### src/ebac_cfg.svh
// Constants for the non-volatile byte access controller.
`ifndef EBAC_CFG_SVH
`define EBAC_CFG_SVH

`define EBAC_ADDR_OFS         8'h1A
`define EBAC_DATA_OFS         8'h1B
`define EBAC_CTRL_OFS         8'h40
`define EBAC_CTRL_BANK        1'b1
`define EBAC_BIT_STORE_PERMIT 3
`define EBAC_BIT_STORE_TRIG   2
`define EBAC_BIT_FETCH_PERMIT 1
`define EBAC_BIT_FETCH_TRIG   0
`define EBAC_ADDR_W           5
`define EBAC_DEPTH            32
`define EBAC_BYTE_RST         8'h00
`define EBAC_ADDR_RST         5'h00
`define EBAC_CTRL_RST         4'h0
`define EBAC_READ_LAST        8'h03
`define EBAC_WRITE_TICKS      8'h0A
`define EBAC_CNT_RST          8'h00
`define EBAC_CNT_ONE          8'h01

`endif

### src/ebac_pkg.sv
// Types shared by the non-volatile byte access controller.
package ebac_pkg;
  typedef enum logic [2:0]
  {
    ST_IDLE  = 3'h1,
    ST_READ  = 3'h2,
    ST_WRITE = 3'h4
  } ebac_state_e;
endpackage

### src/ebac_nv_array.sv
// Byte-wide non-volatile storage array with a registered read port.
`timescale 1ns/1ps
`default_nettype none
`include "ebac_cfg.svh"
module ebac_nv_array
(
  input  wire logic                    i_clock,
  input  wire logic                    i_wr_en,
  input  wire logic                    i_rd_en,
  input  wire logic [`EBAC_ADDR_W-1:0] i_addr,
  input  wire logic [7:0]              i_wdata,
  output logic      [7:0]              o_rdata
);
  // Storage keeps its contents across reset, as a non-volatile array would.
  logic [7:0] mem [0:`EBAC_DEPTH-1];

  always_ff @(posedge i_clock)
  begin
    if (i_wr_en)
    begin
      mem[i_addr] <= i_wdata;
    end
    if (i_rd_en)
    begin
      o_rdata <= mem[i_addr];
    end
  end
endmodule // ebac_nv_array
`default_nettype wire

### src/ebac_top.sv
// Non-volatile byte access controller: registers, cycle sequencer and done request.
`timescale 1ns/1ps
`default_nettype none
`include "ebac_cfg.svh"
module ebac_top
(
  input  wire logic       I_CLOCK,
  input  wire logic       I_RST,
  input  wire logic [7:0] I_SFR_ADDR,
  input  wire logic       I_BANK_SELECT,
  input  wire logic       I_SFR_WR,
  input  wire logic       I_SFR_RD,
  input  wire logic [7:0] I_SFR_WDATA,
  input  wire logic       I_WRITE_TIMER_TICK,
  input  wire logic       I_NV_DONE_IRQ_MASK,
  input  wire logic       I_GLOBAL_IRQ_PERMIT,
  input  wire logic       I_STACK_FULL,
  input  wire logic       I_IRQ_SERVICED,
  output logic      [7:0] O_SFR_RDATA,
  output logic            O_NV_DONE_REQUEST,
  output logic            O_VECTOR_CALL,
  output logic            O_CLEAR_GLOBAL_IRQ_PERMIT
);
  ebac_pkg::ebac_state_e           state;
  ebac_pkg::ebac_state_e           next_state;
  logic [`EBAC_ADDR_W-1:0]         nv_byte_address;
  logic [`EBAC_ADDR_W-1:0]         next_nv_byte_address;
  logic [7:0]                      nv_byte_data;
  logic [7:0]                      next_nv_byte_data;
  logic                            store_permit;
  logic                            next_store_permit;
  logic                            store_trig;
  logic                            next_store_trig;
  logic                            fetch_permit;
  logic                            next_fetch_permit;
  logic                            fetch_trig;
  logic                            next_fetch_trig;
  logic [`EBAC_ADDR_W-1:0]         cyc_addr;
  logic [`EBAC_ADDR_W-1:0]         next_cyc_addr;
  logic [7:0]                      cyc_data;
  logic [7:0]                      next_cyc_data;
  logic [7:0]                      cnt;
  logic [7:0]                      next_cnt;
  logic                            tick_meta;
  logic                            tick_sync;
  logic                            tick_prev;
  logic                            nv_done_request;
  logic                            next_nv_done_request;
  logic                            vector_call;
  logic                            next_vector_call;
  logic                            clr_gie;
  logic                            next_clr_gie;
  logic [7:0]                      rdata;
  logic [7:0]                      next_rdata;
  logic                            arr_wr;
  logic                            arr_rd;
  logic [7:0]                      arr_rdata;
  logic                            tick_edge;
  logic                            wr_ctrl;
  logic                            wr_addr;
  logic                            wr_data;
  logic                            write_done;

  function automatic logic hit_ctrl(input logic [7:0] a, input logic bank);
    hit_ctrl = (a == `EBAC_CTRL_OFS) && (bank == `EBAC_CTRL_BANK);
  endfunction

  assign wr_ctrl   = I_SFR_WR && hit_ctrl(I_SFR_ADDR, I_BANK_SELECT);
  assign wr_addr   = I_SFR_WR && (I_SFR_ADDR == `EBAC_ADDR_OFS);
  assign wr_data   = I_SFR_WR && (I_SFR_ADDR == `EBAC_DATA_OFS);
  assign tick_edge = tick_sync && !tick_prev;

  // The write timer runs from another oscillator, so its tick is synchronised first.
  // async write timer
  always_ff @(posedge I_CLOCK)
  begin
    if (I_RST)
    begin
      tick_meta <= 1'b0;
      tick_sync <= 1'b0;
      tick_prev <= 1'b0;
    end
    else
    begin
      tick_meta <= I_WRITE_TIMER_TICK;
      tick_sync <= tick_meta;
      tick_prev <= tick_sync;
    end
  end

  // Sequencer and control register next values.
  always_comb
  begin
    next_state           = state;
    next_cnt             = cnt;
    next_cyc_addr        = cyc_addr;
    next_cyc_data        = cyc_data;
    next_nv_byte_address = nv_byte_address;
    next_nv_byte_data    = nv_byte_data;
    next_store_permit    = store_permit;
    next_store_trig      = store_trig;
    next_fetch_permit    = fetch_permit;
    next_fetch_trig      = fetch_trig;
    arr_wr               = 1'b0;
    arr_rd               = 1'b0;
    write_done           = 1'b0;
    if (wr_addr)
    begin
      next_nv_byte_address = I_SFR_WDATA[`EBAC_ADDR_W-1:0];
    end
    if (wr_data)
    begin
      next_nv_byte_data = I_SFR_WDATA;
    end
    if (wr_ctrl)
    begin
      next_store_permit = I_SFR_WDATA[`EBAC_BIT_STORE_PERMIT];
      next_fetch_permit = I_SFR_WDATA[`EBAC_BIT_FETCH_PERMIT];
      if (I_SFR_WDATA[`EBAC_BIT_STORE_TRIG] && store_permit)
      begin
        next_store_trig = 1'b1;
      end
      if (I_SFR_WDATA[`EBAC_BIT_FETCH_TRIG] && fetch_permit)
      begin
        next_fetch_trig = 1'b1;
      end
      // A trigger never outlives its permit, so control reads never show one alone.
      // permit clear drops trigger
      if (!I_SFR_WDATA[`EBAC_BIT_STORE_PERMIT])
      begin
        next_store_trig = 1'b0;
      end
      if (!I_SFR_WDATA[`EBAC_BIT_FETCH_PERMIT])
      begin
        next_fetch_trig = 1'b0;
      end
    end
    case (state)
      ebac_pkg::ST_IDLE:
      begin
        next_cnt = `EBAC_CNT_RST;
        next_cyc_addr = nv_byte_address;
        next_cyc_data = nv_byte_data;
        // Store wins if software breaks the one-trigger-at-a-time discipline.
        if (store_trig && store_permit)
        begin
          next_state = ebac_pkg::ST_WRITE;
        end
        else if (fetch_trig && fetch_permit)
        begin
          next_state = ebac_pkg::ST_READ;
        end
      end
      ebac_pkg::ST_READ:
      begin
        next_cnt = cnt + `EBAC_CNT_ONE;
        arr_rd = (cnt == `EBAC_CNT_RST);
        if (!fetch_permit)
        begin
          next_fetch_trig = 1'b0;
          next_state      = ebac_pkg::ST_IDLE;
        end
        else if (cnt == `EBAC_READ_LAST)
        begin
          next_nv_byte_data = arr_rdata;
          next_fetch_trig = 1'b0;
          next_state      = ebac_pkg::ST_IDLE;
        end
      end
      ebac_pkg::ST_WRITE:
      begin
        if (!store_permit)
        begin
          next_store_trig = 1'b0;
          next_state      = ebac_pkg::ST_IDLE;
        end
        else if (tick_edge)
        begin
          next_cnt = cnt + `EBAC_CNT_ONE;
          if (next_cnt == `EBAC_WRITE_TICKS)
          begin
            arr_wr     = 1'b1;
            write_done = 1'b1;
            next_store_trig = 1'b0;
            next_state      = ebac_pkg::ST_IDLE;
          end
        end
      end
      default:
      begin
        next_state = ebac_pkg::ST_IDLE;
      end
    endcase
  end

  always_ff @(posedge I_CLOCK)
  begin
    if (I_RST)
    begin
      state           <= ebac_pkg::ST_IDLE;
      cnt             <= `EBAC_CNT_RST;
      cyc_addr        <= `EBAC_ADDR_RST;
      cyc_data        <= `EBAC_BYTE_RST;
      nv_byte_address <= `EBAC_ADDR_RST;
      nv_byte_data    <= `EBAC_BYTE_RST;
      store_permit    <= 1'b0;
      store_trig      <= 1'b0;
      fetch_permit    <= 1'b0;
      fetch_trig      <= 1'b0;
    end
    else
    begin
      state           <= next_state;
      cnt             <= next_cnt;
      cyc_addr        <= next_cyc_addr;
      cyc_data        <= next_cyc_data;
      nv_byte_address <= next_nv_byte_address;
      nv_byte_data    <= next_nv_byte_data;
      store_permit    <= next_store_permit;
      store_trig      <= next_store_trig;
      fetch_permit    <= next_fetch_permit;
      fetch_trig      <= next_fetch_trig;
    end
  end

  // Done request, vector call and register read data.
  always_comb
  begin
    next_nv_done_request = nv_done_request;
    next_clr_gie         = 1'b0;
    if (I_IRQ_SERVICED)
    begin
      next_nv_done_request = 1'b0;
      next_clr_gie         = 1'b1;
    end
    if (write_done)
    begin
      next_nv_done_request = 1'b1;
    end
    next_vector_call = nv_done_request && I_NV_DONE_IRQ_MASK && I_GLOBAL_IRQ_PERMIT
                       && !I_STACK_FULL && !I_IRQ_SERVICED;
    next_rdata = rdata;
    if (I_SFR_RD)
    begin
      if (I_SFR_ADDR == `EBAC_ADDR_OFS)
      begin
        next_rdata = {3'h0, nv_byte_address};
      end
      else if (I_SFR_ADDR == `EBAC_DATA_OFS)
      begin
        next_rdata = nv_byte_data;
      end
      else if (hit_ctrl(I_SFR_ADDR, I_BANK_SELECT))
      begin
        next_rdata = {4'h0, store_permit, store_trig, fetch_permit, fetch_trig};
      end
      else
      begin
        next_rdata = `EBAC_BYTE_RST;
      end
    end
  end

  always_ff @(posedge I_CLOCK)
  begin
    if (I_RST)
    begin
      nv_done_request <= 1'b0;
      vector_call     <= 1'b0;
      clr_gie         <= 1'b0;
      rdata           <= `EBAC_BYTE_RST;
    end
    else
    begin
      nv_done_request <= next_nv_done_request;
      vector_call     <= next_vector_call;
      clr_gie         <= next_clr_gie;
      rdata           <= next_rdata;
    end
  end

  assign O_SFR_RDATA               = rdata;
  assign O_NV_DONE_REQUEST         = nv_done_request;
  assign O_VECTOR_CALL             = vector_call;
  assign O_CLEAR_GLOBAL_IRQ_PERMIT = clr_gie;

  ebac_nv_array u_array
  (
    .i_clock (I_CLOCK),
    .i_wr_en (arr_wr),
    .i_rd_en (arr_rd),
    .i_addr  (cyc_addr),
    .i_wdata (cyc_data),
    .o_rdata (arr_rdata)
  );
endmodule // ebac_top
`default_nettype wire

### config.mk
export PLATFORM = sky130hd
export DESIGN_NAME = ebac_top
export DESIGN_NICKNAME = d
export VERILOG_FILES = /design/src/ebac_pkg.sv /design/src/ebac_nv_array.sv /design/src/ebac_top.sv
export VERILOG_INCLUDE_DIRS = /design/src
export SDC_FILE = /design/constraint.sdc
export NUM_CORES = 1
export LEC_CHECK = 0
export ABC_AREA = 1
export BUFFER_PORTS_ARGS = -buffer_cell sky130_fd_sc_hd__buf_2
export CORE_MARGIN = 4
export CORE_UTILIZATION = 40
export DETAILED_ROUTE_END_ITERATION = 12
export SLEW_MARGIN = 30
export SYNTH_ARGS = -nofsm -noshare
export SYNTH_HDL_FRONTEND = slang
export SYNTH_SLANG_ARGS = --single-unit
### constraint.sdc
create_clock -name I_CLOCK -period 1.9 [get_ports I_CLOCK]
set_input_delay 0.57 -clock I_CLOCK [delete_from_list [all_inputs] [get_ports I_CLOCK]]
set_output_delay 0.57 -clock I_CLOCK [all_outputs]
set_load 0.05 [all_outputs]
* Word-level counts from Yosys, hierarchy flattened
Memories as Yosys holds them, arrays and structs flattened. A register that Yosys moved wholly into a read port is not among the register bits.
Cells that the tools add are included.
** Storage, ports and cells
- Flip-flop bits (word level) :: 55
- Bits of input ports :: 26
- RAM bits :: 256
- Memories :: 1
- Word-level logic and storage cells :: 95
- Output and inout port bits :: 11
** Cells by class
- Reduce and logical (&&, ||, !) cells :: 21
- Mux-type cells :: 41
- Equal/unequal tests :: 14
- $add $sub $neg :: 1
** Memories
- u_array.mem :: depth 32, width 8, rd ports 1, clocked after Yosys merged registers in 1, wr ports 1, RTL line ebac_nv_array.sv:15 : logic [7:0] mem [0:`EBAC_DEPTH-1];
** Operators with widths (number)
- two-way mux 8 bit :: 8
- one-hot mux 8 bit (3 select lines) :: 1
- two-way mux 1 bit :: 23
- two-way mux 3 bit :: 7
- equality test 8 x 5 -> 1 bit (second input constant) :: 2
- logical AND 1 bit :: 13
- != test 3 bit (second input constant) :: 4
- one-hot mux 3 bit (3 select lines) :: 1
- adder 8 x 1 -> 8 bit (second input constant) :: 1
- equality test 8 x 2 -> 1 bit (second input constant) :: 1
- equality test 8 x 4 -> 1 bit (second input constant) :: 1
- equality test 8 x 7 -> 1 bit (second input constant) :: 1
- logical NOT 8 bit :: 1
- two-way mux 4 bit :: 1
- != test 2 bit (second input constant) :: 2
- AND reduction 4 bit :: 1
- equality test 3 x 1 -> 1 bit (second input constant) :: 1
- equality test 3 x 2 -> 1 bit (second input constant) :: 1
- equality test 3 bit (second input constant) :: 1
- logical NOT 1 bit :: 3
- AND reduction 3 bit :: 1
- nonzero test 3 bit :: 1
- nonzero test 2 bit :: 1

* Depth between registers and ports, before layout
- Depth in word-level cells :: 8
- Gate-level depth with buffers :: 12
- Depth with buffers taken out :: 12

* By module
Synthesis repeated with hierarchy kept, for this count alone.
** Second synthesis, totals
- Cell total of the unflattened synthesis :: 1425
- Area, all modules :: 13641.8 um^2
** Modules (own cells, without submodules)
- ebac_nv_array :: seq. area each 7927.6 um^2, instances 1, area an instance 11068.1 um^2, cells an instance 1063
- ebac_top :: seq. area each 1101.1 um^2, instances 1, area an instance 2573.7 um^2, cells an instance 362

* Least setup slack after synthesis
No wires, ideal clock.
- Path type :: register to register
- From :: register cnt[0]
- To :: memory u_array.mem[0][0] (enable)
- Data required time :: 1.561 ns
- Stages on the path, launching flop included :: 10
- Path buffers :: 0
- Path slack :: -0.108 ns
- Setup time :: 0.339 ns
- Clock period less this slack :: 2.008 ns
- Arrival :: 1.669 ns
- Cells stage by stage :: dfxtp_1 ha_1 nand3_1 o21ai_1 nand2_1 nor2_4 nand3_4 inv_8 nand2_8 nor2_2
** On the way
- Longest elaborated chain between the ends :: 8
** Ends and longest elaborated chain
- start: declaration :: RTL line ebac_top.sv:42 : logic [7:0] cnt;
- start signal: assignment :: RTL line ebac_top.sv:201 : cnt <= `EBAC_CNT_RST;
- start signal: assignment :: RTL line ebac_top.sv:214 : cnt <= next_cnt;
- adder 8 x 1 -> 8 bit (no source line)
- equality test 8 x 4 -> 1 bit (no source line)
- two-way mux 1 bit :: RTL line ebac_top.sv:180 : if (next_cnt == `EBAC_WRITE_TICKS)
- two-way mux 1 bit :: RTL line ebac_top.sv:177 : else if (tick_edge)
- two-way mux 1 bit :: RTL line ebac_top.sv:172 : if (!store_permit)
- two-way mux 1 bit :: RTL line ebac_top.sv:138 : case (state)
- two-way mux 1 bit :: RTL line ebac_nv_array.sv:19 : if (i_wr_en)
- two-way mux 1 bit (implied by the code) :: RTL line ebac_nv_array.sv:21 : mem[i_addr] <= i_wdata;
- end: declaration :: RTL line ebac_nv_array.sv:15
No other way between the ends.

* Worst setup path in the final report
- From :: register cnt[0]
- To :: memory u_array.mem[27][6] (enable)
The elaborated chain is that of the path after synthesis.

==> flow_summary_export.csv <==
group,metric,value,unit
outcome,status,"finished with violations",
outcome,failed_checks,"setup timing",
yosys,yosys.area.top_type_share,62.5,%
clock_tree,cts_tree,"yes",
clock_tree,clk_transition_reported_paths,0.07,ns
clock_tree,cts_sinks,319,
worst_setup_path,arrival,2.27,ns
drt,routed_wirelength,30700,um
drt,drcViolationCount,0,
sta,clock_skew,0.0117,ns
yosys,netlist_instances,971,
cells_and_area,instances_no_fill,1502,
floorplan,die_h,186,um
drt,dr.first_iter.drc_count,686,
grt,grt_max_degree,34,
placed_design,dp_cells,1435,
floorplan,rows,64,
yosys,post-synth-top-count-cell,"edfxtp_1",
cells_and_area,synthToLayoutAreaGrowth,19.1,%
yosys,async_flop_share,0,%
drt,ant_nets,0,
placed_design,port-buffer-count,36,
cells_and_area,fillers,2726,
sta,min_period,2.02,ns
grt,grt_pass1_wl,46300,um
yosys,synth.cell_area,12700,um^2
placed_design,dpl-instance-area,13900,um^2
sta,tightest_slew,0.518,ns
sta,setup_viol,256,
floorplan,dieArea,34600,um^2
sta,holdWs,0.147,ns
yosys,synth_common_cells,"edfxtp_1, a22oi_1, a21oi_1, nand2_1, inv_1",
clock_tree,htreeDepth,1,
clock_tree,clk_path_buf_depth,3,
placed_design,hpwl,19300,um
sta,final.setup.tns,-20.55,ns
grt,grt_overflow,0,
sta,setup_slack,-0.117,ns
yosys,synth.ff_latch_count,319,
yosys,synth_ff_type,"edfxtp_1",
clock_tree,clk_latency,0.58,ns
sta,final_max_slew_viol_count,0,
yosys,synth_edf_count,264,
drt,avgViaCountPerCell,5.42,
clock_tree,cts_made_buffers,31,
worst_hold_path,hold_start,"I_STACK_FULL",
cells_and_area,final_cell_area,15100,um^2
yosys,yosys.cell_types.count,35,
yosys,yosys_warnings,0,
yosys,syn_nets,1000,
placed_design,gp_congestion,0.824,
floorplan,start_util,41.1,%
grt,antenna_found_initial,0,
yosys,synthTopCellsByArea,"edfxtp_1, dfxtp_1, a22oi_1, a21oi_1, nand2_1",
power,leakage,5.20,nW
flow_run,maxCapViolations,0,
power,p_per_area,1000,nW/um^2
floorplan,die_w,186,um
worst_setup_path,crit_fanout,8,
clock_tree,cts_root_buffer,"clkbuf_16",
floorplan,io_pins,37,
worst_setup_path,critPathRequiredTime,2.15,ns
yosys,syn_avg_cell_area,13.1,um^2
sta,max_freq,0.496,GHz
grt,grt_pass1_vias,7750,
sta,rsz0062_at_grt,"true",
yosys,yosys.area.top_type,"edfxtp_1",
power,peakVddDrop,0.889,mV
grt,grt.total_usage,17.6,%
worst_setup_path,critical_path_class,"reg2reg",
worst_setup_path,cp-start-kind,"flop",
sta,hold_viol,0,
sta,fin_crit_sh,106,%
drt,vias,8147,
drt,drt-pass1-iter-count,5,
worst_setup_path,r2r-start,"cnt[0]",
worst_hold_path,hold_path.class,"in2reg",
power,power.total,15.1,mW
drt,wl_per_cell,20.5,um
yosys,synth_seq_area_share,71.2,%
worst_setup_path,crit_path_end_kind,"flop",
cells_and_area,drive_gt1_share,23.5,%
worst_setup_path,startpoint,"cnt[0]",
cells_and_area,layout.nets,1110,
floorplan,core-area,30900,um^2
sta,relSlewSlack,65.5,%
cells_and_area,diodes,0,
-- worst max-delay path, cell delays in order (launching register included) --
cell      delay [ns]
dfxtp_4         0.37
ha_4            0.17
inv_2           0.06
nand2_2         0.05
nand2_1         0.05
nand2_1         0.05
nor2_1          0.10
nand2_1         0.09
nor2_4          0.12
nand3_4         0.11
clkinv_8        0.11
nand2_8         0.14
nor2_4          0.27
-- path summary, 6_finish.rpt --
check                  endpoint  slack (ns)  depth (start not counted)
max          u_array.mem[27][6]       -0.12                         12
min               O_VECTOR_CALL        0.15                          2
max reg2reg  u_array.mem[27][6]       -0.12                         12
min reg2reg           tick_sync        0.41                          2
-- cells in the final DEF, fill, tap and decap left out, types with 4 or more instances in the layout --
| cell type | count |
|---|---|
| a31oi_1 | 6 |
| dfxtp_1 | 49 |
| buf_4 | 81 |
| nand2_8 | 4 |
| o21ai_0 | 34 |
| edfxtp_1 | 264 |
| nand2_1 | 92 |
| or2_0 | 9 |
| buf_2 | 36 |
| a21oi_1 | 94 |
| a21oi_2 | 4 |
| clkbuf_1 | 6 |
| nor2_4 | 36 |
| a22oi_1 | 120 |
| nand4_1 | 5 |
| clkinv_2 | 6 |
| clkbuf_16 | 31 |
| clkinv_1 | 4 |
| nand3_1 | 22 |
| a22oi_2 | 8 |
| nor3_1 | 11 |
| o211ai_1 | 5 |
| nor2_2 | 5 |
| inv_1 | 54 |
| clkinvlp_4 | 4 |
| inv_2 | 11 |
| dfxtp_4 | 4 |
| or2_1 | 20 |
| nor2_1 | 42 |
| buf_12 | 6 |
-- cells by family after synthesis --
group / Yosys count / share of synthesized area (%)
AO/OA/AOI/OAI: 274 / 13.5
adder cells (fa/ha/maj): 3 / 0.296
AND/OR/NAND/NOR: 260 / 10.4
flip-flops: 319 / 71.2
buffers and inverters: 115 / 4.61
-- flip-flops by register name, summed over array words and instances (netlist names) --
signal / flops
cyc_addr: 5
nv_byte_address: 5
O_VECTOR_CALL: 1
u_array.mem: 256
fetch_trig: 1
O_SFR_RDATA: 8
cnt: 8
store_permit: 1
cyc_data: 8
tick_prev: 1
nv_byte_data: 8
store_trig: 1
tick_sync: 1
tick_meta: 1
u_array.o_rdata: 8
state: 3
fetch_permit: 1
O_CLEAR_GLOBAL_IRQ_PERMIT: 1
O_NV_DONE_REQUEST: 1
-- metal layers --
layer  wire [um]  track usage, %  part of all wire [%]  vias to the layer above
met5           0               0                     0                        -
met3        2170            2.85                   7.1                       54
met4         665            3.85                   2.2                        0
li1            -               -                     -                     3818
met2       13700            27.4                    45                      319
met1       14200            26.2                    46                     3956
-- power by group --
part | internal [mW] | switching [mW]
sequential | 7.70 | 0.0256
clock | 3.44 | 2.66
combinational | 0.408 | 0.905
total | 11.5 | 3.59
-- per-stage QoR --
| step | utilization (%) | setup WS [ns] |
|---|---|---|
| 2_1_floorplan | - | 0.000248 |
| 3_3_place_gp | 45.0 | -0.131 |
| 3_5_place_dp | 45.0 | -0.177 |
| 4_1_cts | 48.4 | -0.139 |
| 5_1_grt | 48.9 | -0.251 |
| 6_report | 48.9 | -0.117 |
-- layout make-up --
type | instances | area (um^2) | share of cell area [%]
timing repair buffer | 125 | 931 | 6.16
sequential | 319 | 9050 | 59.9
tap | 396 | 495 | 3.28
multi-input combinational | 537 | 3360 | 22.2
clock buffer | 37 | 798 | 5.28
inverter | 67 | 268 | 1.77
clock inverter | 21 | 213 | 1.41
-- repair_timing --
item	4_1_cts	5_1_grt
setup endpoints to repair	264	264
hold buffers	0	0
pin swaps	4	9
buffers inserted	4	5
resized for setup	6	34
Power figures use the tool's default switching activity.
